## config.mk

```make
export PLATFORM = sky130hd
export DESIGN_NAME = eer_i2c_client
export DESIGN_NICKNAME = d
export VERILOG_FILES = /design/src/rtl/eer_pkg.sv /design/src/rtl/eer_i2c_client.sv /design/src/rtl/eer_sync.sv
export SDC_FILE = /design/constraint.sdc
export NUM_CORES = 1
export LEC_CHECK = 0
export ABC_CLOCK_PERIOD_IN_PS = 3500
export BUFFER_PORTS_ARGS = -buffer_cell sky130_fd_sc_hd__buf_2
export CORE_AREA = 2 2 107 212
export CTS_CLUSTER_SIZE = 20
export DETAILED_ROUTE_END_ITERATION = 7
export DIE_AREA = 0 0 109 214
export MAX_ROUTING_LAYER = met4
export SYNTH_ARGS = -nofsm -noshare
export SYNTH_HDL_FRONTEND = slang
export SYNTH_SLANG_ARGS = --single-unit
```

## constraint.sdc

```tcl
create_clock -name REF_CLK -period 3.5 [get_ports REF_CLK]
set_input_delay 0.35 -clock REF_CLK [delete_from_list [all_inputs] [get_ports REF_CLK]]
set_output_delay 0.35 -clock REF_CLK [all_outputs]
set_load 0.02 [all_outputs]
```

## src/rtl/eer_pkg.sv

```systemverilog
// Constants and types for the serial EEPROM client bus logic
// Summary of operation
// - Mode select set: array splits into eight zones, each with own protect bit.
// - Zone bit n guards the 8-Kbyte range starting at n times 2000h.
// - Zone bits never block security or configuration register writes.
// - Address pointer holds last accessed address plus one.
// - Matching read header: acknowledge, then shift out byte at pointer.
// - Host withholds acknowledge: read ends, device goes to standby.
// - Write header with word address then repeated start loads pointer only.
// - After random read, pointer holds last read address plus one.
// - Each host acknowledge advances pointer and sends next byte.
// - Sequential read past the top address wraps pointer to zero.
// - High-speed host code is never acknowledged.
// - After host code: high-speed filtering, wait for repeated start.
// - High-speed mode holds across repeated starts until stop or reset.
// - High-speed entry code is ignored while a write cycle runs.
// - A 16-bit protection configuration word is read and written.
// - Configuration header: type 1011b, three select pins, read/write bit.
// - Configuration word address: A15 and A11 high, A10 low, rest ignored.
// - Once locked, configuration word is permanently read-only.
// - Bit 15 ECC flag, 9 mode, 8 lock, 7:0 zones; 14:10 zero.
// - Config write needs two data bytes plus 99h or 66h confirmation.
// - Mode select clear: write-guard pin high protects the whole array.
// - Protected writes are acknowledged but start no write cycle.
package eer_pkg;

  localparam logic [3:0] ARRAY_TYPE_ID = 4'hA;
  localparam logic [3:0] CFG_TYPE_ID = 4'hB;
  localparam logic [4:0] HS_CODE_PFX = 5'h01;

  localparam logic [15:0] CFG_RESET = 16'h0000;
  localparam int CFG_ECC_BIT = 15;
  localparam int CFG_MODE_BIT = 9;
  localparam int CFG_LOCK_BIT = 8;
  localparam int CFG_RSVD_MSB = 14;
  localparam int CFG_RSVD_LSB = 10;
  localparam logic [7:0] CONFIRM_LOCK = 8'h99;
  localparam logic [7:0] CONFIRM_OPEN = 8'h66;

  // Positions inside the high word address byte
  localparam int WA_A15_POS = 7;
  localparam int WA_A11_POS = 3;
  localparam int WA_A10_POS = 2;

  localparam int ZONE_MSB = 15;
  localparam int ZONE_LSB = 13;
  localparam int PAGE_MSB = 6;

  localparam logic [3:0] BITS_PER_BYTE = 4'h8;
  localparam logic [3:0] LAST_TX_BIT = 4'h7;
  localparam logic [2:0] CFG_DATA_BYTES = 3'h3;
  localparam logic [2:0] DCNT_MAX = 3'h7;
  localparam logic [15:0] PTR_RESET = 16'h0000;

  typedef enum logic [1:0] {
    KIND_DEV = 2'h0,
    KIND_WHI = 2'h1,
    KIND_WLO = 2'h2,
    KIND_DATA = 2'h3
  } eer_kind_e;

  typedef enum logic [5:0] {
    ST_IDLE = 6'h01,
    ST_RX = 6'h02,
    ST_RACK = 6'h04,
    ST_TX = 6'h08,
    ST_TXACK = 6'h10,
    ST_TXLD = 6'h20
  } eer_state_e;

endpackage

```

## src/rtl/eer_i2c_client.sv

```systemverilog
// Bus client: reads, pointer, high-speed entry, protection word
`timescale 1ns/1ps
module eer_i2c_client
  import eer_pkg::*;
(
  input wire logic REF_CLK,
  input wire logic SRST,
  input wire logic SCL,
  input wire logic SDA_IN,
  output logic SDA_OUT,
  output logic SDA_OE_N,
  input wire logic WP,
  input wire logic CLIENT_SELECT_PIN_2,
  input wire logic CLIENT_SELECT_PIN_1,
  input wire logic CLIENT_SELECT_PIN_0,
  input wire logic WR_BUSY,
  output logic [15:0] MEM_ADDR,
  output logic MEM_RD_STB,
  input wire logic [7:0] MEM_RD_DATA,
  input wire logic MEM_ECC_HIT,
  output logic WR_BYTE_STB,
  output logic [15:0] WR_ADDR,
  output logic [7:0] WR_DATA,
  output logic WR_CYCLE_START,
  output logic HS_MODE,
  output logic [15:0] PROTECTION_CONFIGURATION_WORD
);
  logic [5:0] pins_s;
  logic scl_s;
  logic sda_s;
  logic wp_s;
  logic [2:0] sel_pins;

  eer_sync #(.WIDTH(6)) u_sync (
    .clk(REF_CLK),
    .srst(SRST),
    .d({SCL, SDA_IN, WP, CLIENT_SELECT_PIN_2, CLIENT_SELECT_PIN_1,
        CLIENT_SELECT_PIN_0}),
    .q(pins_s)
  );

  assign scl_s = pins_s[5];
  assign sda_s = pins_s[4];
  assign wp_s = pins_s[3];
  assign sel_pins = pins_s[2:0];

  eer_state_e state_q, state_d;
  eer_kind_e kind_q, kind_d;
  logic scl_p_q, scl_p_d, sda_p_q, sda_p_d;
  logic [3:0] cnt_q, cnt_d;
  logic [7:0] sh_q, sh_d, tx_q, tx_d, whi_q, whi_d;
  logic rw_q, rw_d, cfg_tgt_q, cfg_tgt_d, ack_q, ack_d;
  logic oe_n_q, oe_n_d, hs_q, hs_d, sel_q, sel_d;
  logic cfg_ok_q, cfg_ok_d, cfg_idx_q, cfg_idx_d;
  logic [15:0] ptr_q, ptr_d, cfg_q, cfg_d, wr_addr_q, wr_addr_d;
  logic [2:0] dcnt_q, dcnt_d;
  logic [7:0] b0_q, b0_d, b1_q, b1_d, cf_q, cf_d, wr_data_q, wr_data_d;
  logic rd_stb_q, rd_stb_d, wr_stb_q, wr_stb_d, wr_cyc_q, wr_cyc_d;

  logic scl_rise, scl_fall, start_ev, stop_ev;
  logic is_hs_code, match_arr, match_cfg, arr_prot, confirm_ok;
  logic [2:0] zone;
  logic [7:0] zone_bits, load_byte;

  assign scl_rise = scl_s && !scl_p_q;
  assign scl_fall = !scl_s && scl_p_q;
  assign start_ev = scl_s && scl_p_q && sda_p_q && !sda_s;
  assign stop_ev = scl_s && scl_p_q && !sda_p_q && sda_s;

  assign is_hs_code = (sh_q[7:3] == HS_CODE_PFX);
  assign match_arr = (sh_q[7:4] == ARRAY_TYPE_ID) && (sh_q[3:1] == sel_pins);
  assign match_cfg = (sh_q[7:4] == CFG_TYPE_ID) && (sh_q[3:1] == sel_pins);

  // Zone from the page being written; pages never straddle zones
  assign zone = ptr_q[ZONE_MSB:ZONE_LSB];
  assign zone_bits = cfg_q[7:0];
  assign arr_prot = cfg_q[CFG_MODE_BIT] ? zone_bits[zone] : wp_s;
  assign confirm_ok = b0_q[CFG_LOCK_BIT-8] ? (cf_q == CONFIRM_LOCK)
                                           : (cf_q == CONFIRM_OPEN);
  assign load_byte = cfg_tgt_q ? (cfg_idx_q ? cfg_q[7:0] : cfg_q[15:8])
                               : MEM_RD_DATA;

  always_comb
  begin
    state_d = state_q;
    kind_d = kind_q;
    scl_p_d = scl_s;
    sda_p_d = sda_s;
    cnt_d = cnt_q;
    sh_d = sh_q;
    tx_d = tx_q;
    whi_d = whi_q;
    rw_d = rw_q;
    cfg_tgt_d = cfg_tgt_q;
    ack_d = ack_q;
    oe_n_d = oe_n_q;
    hs_d = hs_q;
    sel_d = sel_q;
    cfg_ok_d = cfg_ok_q;
    cfg_idx_d = cfg_idx_q;
    ptr_d = ptr_q;
    cfg_d = cfg_q;
    wr_addr_d = wr_addr_q;
    dcnt_d = dcnt_q;
    b0_d = b0_q;
    b1_d = b1_q;
    cf_d = cf_q;
    wr_data_d = wr_data_q;
    rd_stb_d = 1'b0;
    wr_stb_d = 1'b0;
    wr_cyc_d = 1'b0;
    if (start_ev)
    begin
      // Repeated start keeps high-speed mode and aborts any write
      state_d = ST_RX;
      kind_d = KIND_DEV;
      cnt_d = 4'h0;
      dcnt_d = 3'h0;
      sel_d = 1'b0;
      oe_n_d = 1'b1;
    end
    else if (stop_ev)
    begin
      if (sel_q && !rw_q && !cfg_tgt_q && dcnt_q != 3'h0)
      begin
        wr_cyc_d = !arr_prot;
      end
      if (sel_q && !rw_q && cfg_tgt_q && dcnt_q == CFG_DATA_BYTES &&
          cfg_ok_q && !cfg_q[CFG_LOCK_BIT] && confirm_ok)
      begin
        // Pin and zone bits play no part here
        cfg_d = {cfg_q[CFG_ECC_BIT], 5'h00, b0_q[1:0], b1_q};
      end
      hs_d = 1'b0;
      state_d = ST_IDLE;
      sel_d = 1'b0;
      dcnt_d = 3'h0;
      oe_n_d = 1'b1;
    end
    else
    begin
      case (state_q)
        ST_IDLE:
        begin
          oe_n_d = 1'b1;
        end
        ST_RX:
        begin
          if (scl_rise && cnt_q != BITS_PER_BYTE)
          begin
            sh_d = {sh_q[6:0], sda_s};
            cnt_d = cnt_q + 4'h1;
          end
          else if (scl_fall && cnt_q == BITS_PER_BYTE)
          begin
            state_d = ST_RACK;
            cnt_d = 4'h0;
            ack_d = 1'b1;
            case (kind_q)
              KIND_DEV:
              begin
                // Busy device answers no header and no host code
                ack_d = !WR_BUSY && !is_hs_code && (match_arr || match_cfg);
                if (is_hs_code && !WR_BUSY)
                begin
                  hs_d = 1'b1;
                end
                rw_d = sh_q[0];
                cfg_tgt_d = match_cfg;
                sel_d = !WR_BUSY && !is_hs_code && (match_arr || match_cfg);
                cfg_idx_d = 1'b0;
              end
              KIND_WHI:
              begin
                whi_d = sh_q;
              end
              KIND_WLO:
              begin
                if (!cfg_tgt_q)
                begin
                  ptr_d = {whi_q, sh_q};
                end
                cfg_ok_d = whi_q[WA_A15_POS] && whi_q[WA_A11_POS] &&
                           !whi_q[WA_A10_POS];
              end
              default:
              begin
                if (dcnt_q != DCNT_MAX)
                begin
                  dcnt_d = dcnt_q + 3'h1;
                end
                if (!cfg_tgt_q)
                begin
                  wr_stb_d = 1'b1;
                  wr_data_d = sh_q;
                  wr_addr_d = ptr_q;
                  ptr_d = {ptr_q[15:PAGE_MSB+1], ptr_q[PAGE_MSB:0] + 7'h01};
                end
                else if (dcnt_q == 3'h0)
                begin
                  b0_d = sh_q;
                end
                else if (dcnt_q == 3'h1)
                begin
                  b1_d = sh_q;
                end
                else if (dcnt_q == 3'h2)
                begin
                  cf_d = sh_q;
                end
              end
            endcase
            oe_n_d = !ack_d;
          end
        end
        ST_RACK:
        begin
          if (scl_fall)
          begin
            oe_n_d = 1'b1;
            if (!ack_q)
            begin
              state_d = ST_IDLE;
            end
            else if (kind_q == KIND_DEV && rw_q)
            begin
              tx_d = load_byte;
              oe_n_d = load_byte[7];
              state_d = ST_TX;
              if (!cfg_tgt_q)
              begin
                rd_stb_d = 1'b1;
                cfg_d[CFG_ECC_BIT] = MEM_ECC_HIT;
              end
            end
            else
            begin
              state_d = ST_RX;
              if (kind_q != KIND_DATA)
              begin
                kind_d = eer_kind_e'(kind_q + 2'h1);
              end
            end
          end
        end
        ST_TX:
        begin
          if (scl_fall)
          begin
            if (cnt_q == LAST_TX_BIT)
            begin
              oe_n_d = 1'b1;
              cnt_d = 4'h0;
              state_d = ST_TXACK;
            end
            else
            begin
              tx_d = {tx_q[6:0], 1'b0};
              oe_n_d = tx_q[6];
              cnt_d = cnt_q + 4'h1;
            end
          end
        end
        ST_TXACK:
        begin
          if (scl_rise)
          begin
            if (!cfg_tgt_q)
            begin
              ptr_d = ptr_q + 16'h0001;
            end
            else
            begin
              cfg_idx_d = !cfg_idx_q;
            end
            state_d = sda_s ? ST_IDLE : ST_TXLD;
          end
        end
        ST_TXLD:
        begin
          if (scl_fall)
          begin
            tx_d = load_byte;
            oe_n_d = load_byte[7];
            state_d = ST_TX;
            if (!cfg_tgt_q)
            begin
              rd_stb_d = 1'b1;
              cfg_d[CFG_ECC_BIT] = MEM_ECC_HIT;
            end
          end
        end
        default:
        begin
          state_d = ST_IDLE;
          oe_n_d = 1'b1;
        end
      endcase
    end
  end

  always_ff @(posedge REF_CLK)
  begin
    if (SRST)
    begin
      state_q <= ST_IDLE;
      kind_q <= KIND_DEV;
      scl_p_q <= 1'b1;
      sda_p_q <= 1'b1;
      cnt_q <= 4'h0;
      sh_q <= 8'h00;
      tx_q <= 8'h00;
      whi_q <= 8'h00;
      rw_q <= 1'b0;
      cfg_tgt_q <= 1'b0;
      ack_q <= 1'b0;
      oe_n_q <= 1'b1;
      hs_q <= 1'b0;
      sel_q <= 1'b0;
      cfg_ok_q <= 1'b0;
      cfg_idx_q <= 1'b0;
      ptr_q <= PTR_RESET;
      cfg_q <= CFG_RESET;
      wr_addr_q <= PTR_RESET;
      dcnt_q <= 3'h0;
      b0_q <= 8'h00;
      b1_q <= 8'h00;
      cf_q <= 8'h00;
      wr_data_q <= 8'h00;
      rd_stb_q <= 1'b0;
      wr_stb_q <= 1'b0;
      wr_cyc_q <= 1'b0;
    end
    else
    begin
      state_q <= state_d;
      kind_q <= kind_d;
      scl_p_q <= scl_p_d;
      sda_p_q <= sda_p_d;
      cnt_q <= cnt_d;
      sh_q <= sh_d;
      tx_q <= tx_d;
      whi_q <= whi_d;
      rw_q <= rw_d;
      cfg_tgt_q <= cfg_tgt_d;
      ack_q <= ack_d;
      oe_n_q <= oe_n_d;
      hs_q <= hs_d;
      sel_q <= sel_d;
      cfg_ok_q <= cfg_ok_d;
      cfg_idx_q <= cfg_idx_d;
      ptr_q <= ptr_d;
      cfg_q <= cfg_d;
      wr_addr_q <= wr_addr_d;
      dcnt_q <= dcnt_d;
      b0_q <= b0_d;
      b1_q <= b1_d;
      cf_q <= cf_d;
      wr_data_q <= wr_data_d;
      rd_stb_q <= rd_stb_d;
      wr_stb_q <= wr_stb_d;
      wr_cyc_q <= wr_cyc_d;
    end
  end

  // Open-drain data line: only ever pulled low
  assign SDA_OUT = 1'b0;
  assign SDA_OE_N = oe_n_q;
  assign MEM_ADDR = ptr_q;
  assign MEM_RD_STB = rd_stb_q;
  assign WR_BYTE_STB = wr_stb_q;
  assign WR_ADDR = wr_addr_q;
  assign WR_DATA = wr_data_q;
  assign WR_CYCLE_START = wr_cyc_q;
  assign HS_MODE = hs_q;
  assign PROTECTION_CONFIGURATION_WORD = cfg_q;

  AST_ZONE_BLOCK: assert property (@(posedge REF_CLK) disable iff (SRST)
    (wr_cyc_q && cfg_q[CFG_MODE_BIT]) |-> !zone_bits[$past(zone)])
    else $error("Write cycle started in a protected zone");

  AST_LEGACY_PIN: assert property (@(posedge REF_CLK) disable iff (SRST)
    (wr_cyc_q && !cfg_q[CFG_MODE_BIT]) |-> !$past(wp_s))
    else $error("Write cycle started with guard pin high");

  AST_LOCK_FROZEN: assert property (@(posedge REF_CLK) disable iff (SRST)
    $past(cfg_q[CFG_LOCK_BIT]) |-> (cfg_q[9:0] == $past(cfg_q[9:0])))
    else $error("Locked configuration word changed");

  AST_RSVD_ZERO: assert property (@(posedge REF_CLK) disable iff (SRST)
    cfg_q[CFG_RSVD_MSB:CFG_RSVD_LSB] == 5'h00)
    else $error("Reserved configuration bits not zero");

  AST_HS_NO_ACK: assert property (@(posedge REF_CLK) disable iff (SRST)
    (state_q == ST_RACK && kind_q == KIND_DEV && is_hs_code) |-> SDA_OE_N)
    else $error("Host code was acknowledged");

  AST_HS_BUSY: assert property (@(posedge REF_CLK) disable iff (SRST)
    (state_q == ST_RX && scl_fall && cnt_q == BITS_PER_BYTE && !start_ev &&
     !stop_ev && kind_q == KIND_DEV && WR_BUSY && !hs_q) |=> !hs_q)
    else $error("High-speed entered during write cycle");

  AST_HS_EXIT: assert property (@(posedge REF_CLK) disable iff (SRST)
    stop_ev |=> (!HS_MODE && state_q == ST_IDLE) [*2])
    else $error("High-speed mode survived a stop");

  AST_HS_HOLD: assert property (@(posedge REF_CLK) disable iff (SRST)
    (hs_q && start_ev) |=> hs_q)
    else $error("Repeated start left high-speed mode");

  AST_PTR_STEP: assert property (@(posedge REF_CLK) disable iff (SRST)
    (state_q == ST_TXACK && scl_rise && !cfg_tgt_q) |=>
      (ptr_q == $past(ptr_q) + 16'h0001))
    else $error("Pointer did not advance by one after a byte");

  AST_NACK_IDLE: assert property (@(posedge REF_CLK) disable iff (SRST)
    (state_q == ST_TXACK && scl_rise && sda_s) |=>
      (state_q == ST_IDLE && SDA_OE_N))
    else $error("Read did not end on host nack");

  AST_ACK_HEADER: assert property (@(posedge REF_CLK) disable iff (SRST)
    (state_q == ST_RACK && kind_q == KIND_DEV && ack_q) |-> !SDA_OE_N)
    else $error("Matching header not acknowledged");
endmodule

```

## src/rtl/eer_sync.sv

```systemverilog
// Two-stage synchroniser for pin inputs
`timescale 1ns/1ps
module eer_sync #(
  parameter int WIDTH = 6
) (
  input wire logic clk,
  input wire logic srst,
  input wire logic [WIDTH-1:0] d,
  output logic [WIDTH-1:0] q
);
  logic [WIDTH-1:0] meta_q;
  logic [WIDTH-1:0] meta_d;
  logic [WIDTH-1:0] sync_q;
  logic [WIDTH-1:0] sync_d;

  always_comb
  begin
    meta_d = d;
    sync_d = meta_q;
  end

  always_ff @(posedge clk)
  begin
    if (srst)
    begin
      meta_q <= '1;
      sync_q <= '1;
    end
    else
    begin
      meta_q <= meta_d;
      sync_q <= sync_d;
    end
  end

  assign q = sync_q;
endmodule

```

==> metrics.md <==
| Metric | Value |
|---|---|
| Status | `completed` |
| Clock Latency Late Sink | `approximately 0.43 ns` |
| Top post-synthesis cells by area | `dfxtp_1, nand2_1, mux2i_1` |
| Inserted Clock Buffers | `17` |
| Combinational family with the most area after synthesis | `simple AND/OR/NAND/NOR gates` |
| Sink Count | `approximately 130` |
| Max Clock Skew | `roughly 0.012 ns` |
| Routed Antenna Nets | `0` |
| Area of the mapped netlist | `6407 um^2` |
| Period utilization | `79.85%` |
| PwrDens | `446.6 nW/um^2` |
| CTS Root Cell | `clkbuf_16` |
| Max stage delay on crit path | `0.65 ns` |
| Initial DRC Count | `~350` |
| Seq cells post-synth | `132` |
| Worst setup SP type | `flip-flop` |
| Area of the multi-input gates | `between 3000 and 4000 um^2` |
| Layout Cells excl Fill | `approximately 1100` |
| Post-DP HPWL | `~14 mm` |
| Global Route met3 Usage | `2.708%` |
| Adder-cell share of the synthesized area | `2.734%` |
| Fin. Hold Viols | `0` |
| Post-Syn Instances | `~770` |
| Post-DR wirelength/cell | `between 15 and 20 um` |
| Crit path DAT | `3.10 ns` |
| WP data required | `3.80 ns` |
| Drt pass-1 iters | `5` |
| VDD IR max | `0.0002310 V` |
| Initial antenna violation count | `0` |
| Crit path buf inv count | `1` |
| CP delay by family, top | `compound AO/OA/AOI/OAI gates` |
| Die area | `23330 um^2` |
| Reg2Reg Depth | `7` |
| EDFF count, synth | `0` |
| Layer with the highest usage | `met2` |
| Worst Path Max Fanout | `6` |
| Internal | `2.495 mW` |
| Switching power of the nets | `0.8940 mW` |
| Synthesis-to-layout area growth | `18.45%` |
| H-Tree Depth | `4` |
| Nets@finish | `about 850` |
| Post_cts resized | `0` |
| GP Congestion | `roughly 0.92` |
| Cell variety after synth | `67` |
| Minimum clock period | `2.795 ns` |
| Die Span X | `109 um` |
| Top_reg_cell synth | `dfxtp_1` |
| Port Buffer Count | `73` |
| Ports | `80` |
| RSZ-0062 raised after global routing | `no` |
| Slowest-stage cell, CP | `or4b_2` |
| Max_cap viols | `0` |
| Power share of the combinational group | `~2.8%` |
| Seq. cell area | `2643 um^2` |
| Cell accounting for the most synthesized area | `dfxtp_1` |
| Worst path cell trace | `inv_1 -> ha_1 -> or4b_2 -> a211oi_1 -> nand3_1 -> o311ai_0 -> o31ai_1` |
| Maximum clock frequency | `357.8 MHz` |
| Final setup viols | `0` |
| Mean Syn Cell Area | `8.365 um^2` |
| Setup TNS | `0 ns` |
| Max-slew violation count | `0` |
| Maximum clock path buffer count | `2` |
| Post-CTS Hold Buffers | `0` |
| Via count | `5806` |
| Routed Wire Length | `19.19 mm` |
| Clk pwr share | `52.4%` |
| Hold Path Stages | `2` |
| Setup fix buffers added after clock tree synthesis | `0` |
| WP depth | `7` |
| YS warnings | `0` |
| Initial core utilization | `29.68%` |
| Via density | `~5.2` |
| Sequential share of power | `44.8%` |
| Die height | `roughly 210 um` |
| Proportion of netlist area held by the largest area contributor | `approximately 41%` |
| Post-synthesis mux area share | `7.772%` |
| Setup CP Type | `flip-flop to flip-flop` |
| Met2 Track Usage GR | `about 30%` |
| Global route overflow | `0` |
| Slew of the pin with the lowest slew margin | `0.8978 ns` |
| GRT Overall Usage | `roughly 17%` |
| Leakage | `2.925 nW` |
| Share of cells above drive strength 1 | `a little under a fifth` |
| Clk slew on worst S/H paths | `roughly 0.070 ns` |
| Vias in the first global route | `5701` |
| Seq/Total Area, Yosys | `41.24%` |
| Largest net degree at the start of global routing | `38` |
| Diode count | `0` |
| Net Sw Frac | `26.38%` |
| Hold WC Path Type | `input port to flip-flop` |
| CTS tree | `yes` |
| Worst reg2reg setup slack | `between 0.7 and 0.8 ns` |
| Relative slew slack | `about two fifths` |
| Synth Area in XOR/XNOR | `1.640%` |
| Row Count | `between 70 and 80` |
| Post-Place Cells | `1076` |
| Layout fillers | `2224` |
| CP Capture Type | `flip-flop` |
| Core area | `21590 um^2` |
| Compound-cell area share of the yosys netlist | `16.07%` |
| GR Util met1 | `a little under a fifth` |
| Drc violations | `0` |
| Simple-gate area share of the yosys netlist | `roughly a quarter` |
| First-pass GRT wire length | `30.34 mm` |
| Post-synthesis async set-or-reset flop share | `0%` |
-- worst reg2reg max path: cells and delay by family, from the launching register on --
kind | cells | cell delay [ns]
buffers and inverters | 1 | 0.10
adders and majority gates | 1 | 0.22
DFF | 1 | 0.39
and+or+nand+nor | 2 | 0.96
AOI/OAI and AO/OA | 3 | 0.99
-- metal layers --
layer  share of wire (%)  up-vias
li1                    -     2831
met1                  40     2735
met2                  52      192
met3                 4.1       48
met4                 3.7        0
met5                   0        -
-- stage by stage --
| stage | hold WS (ns) | util, % | cell area (um^2) | setup slack [ns] | power, mW |
|---|---|---|---|---|---|
| after floorplan | 0.3895 | - | 6426 | 0.9118 | 1.620 |
| after global placement | 0.3931 | 32.46 | 7007 | 0.8986 | 1.647 |
| after detailed placement | 0.3993 | 32.46 | 7007 | 0.7637 | 1.647 |
| after CTS | 0.08493 | 35.16 | 7590 | 0.7567 | 3.431 |
| after global routing | 0.1005 | 35.16 | 7590 | 0.4884 | 3.495 |
| final | 0.1015 | 35.16 | 7590 | 0.7053 | 3.389 |
-- worst paths after layout --
kind / start / endpoint
worst max-delay path: kind_q[0] / MEM_ADDR[15]
worst min register to register: u_sync.meta_q[2] / u_sync.q[2]
worst max register to register: kind_q[0] / MEM_ADDR[15]
worst min-delay path: CLIENT_SELECT_PIN_0 / u_sync.meta_q[0]
-- synthesized netlist by cell type (all sizes together), types with 9 or more instances --
cell and count:
nor2b 11, nand4 9, nor3 20, dfxtp 132
nand2 116, clkbuf 42, a21oi 80, nor2 48
nor4 11, nand3 32, a211oi 11, buf 16
o21ai 20, ha 14, inv 18, or2 15
mux2i 43
-- layout by cell type (no fill, tap or decap), types with 4 or more instances in the layout --
cell type and count:
inv_8 6, inv_6 5, a311oi_1 5, nand3_1 32, nand2_1 116, a31oi_1 8, xor2_1 7, buf_4 17
or4_1 4, a21oi_1 80, nor4_1 9, and3_1 8, a31o_2 6, nor4bb_1 4, nand4b_1 5, a211oi_1 10
clkbuf_16 17, nand2b_1 4, or3_1 4, inv_1 18, nor2_1 48, ha_1 14, nand3b_1 7, nor2b_1 11
buf_2 73, o21ai_0 19, dfxtp_1 132, and4_1 5, a21o_1 4, and2_1 5, xnor2_1 5, conb_1 6
nand4_1 9, mux2i_1 43, nor3_1 19, or2_2 15
-- logic make-up after synthesis --
kind of cell	count (synthesis)
DFF	132
AOI/OAI and AO/OA	166
buffers and inverters	76
adders and majority gates	14
other	1
and+or+nand+nor	318
xor gates and xnor gates	12
muxes	47
-- flip-flops by register name (all words and copies together), names as in the netlist, 2 cells and up --
| signal | cells |
|---|---|
| MEM_ADDR | 16 |
| PROTECTION_CONFIGURATION_WORD | 11 |
| WR_ADDR | 16 |
| WR_DATA | 8 |
| b0_q | 2 |
| b1_q | 8 |
| cf_q | 8 |
| cnt_q | 4 |
| dcnt_q | 3 |
| kind_q | 2 |
| sh_q | 8 |
| state_q | 6 |
| tx_q | 7 |
| u_sync.meta_q | 6 |
| u_sync.q | 6 |
| whi_q | 8 |
-- power groups by stage --
stage | clock [mW] | combinational [mW] | sequential [mW]
global placement | 0 | 0.0964 | 1.55
global route | 1.87 | 0.107 | 1.52
finish | 1.78 | 0.0957 | 1.52
floorplan | 0 | 0.0731 | 1.55
CTS | 1.82 | 0.0959 | 1.52
detailed placement | 0 | 0.0957 | 1.55
-- final cells by class --
cell class	count	area share, %
multi-input combinational	563	45.61
sequential	132	34.82
timing repair buffer	90	6.495
clock buffer	17	5.605
tap	273	4.500
clock inverter	15	2.077
inverter	18	0.8902
Power figures use the tool's default switching activity.
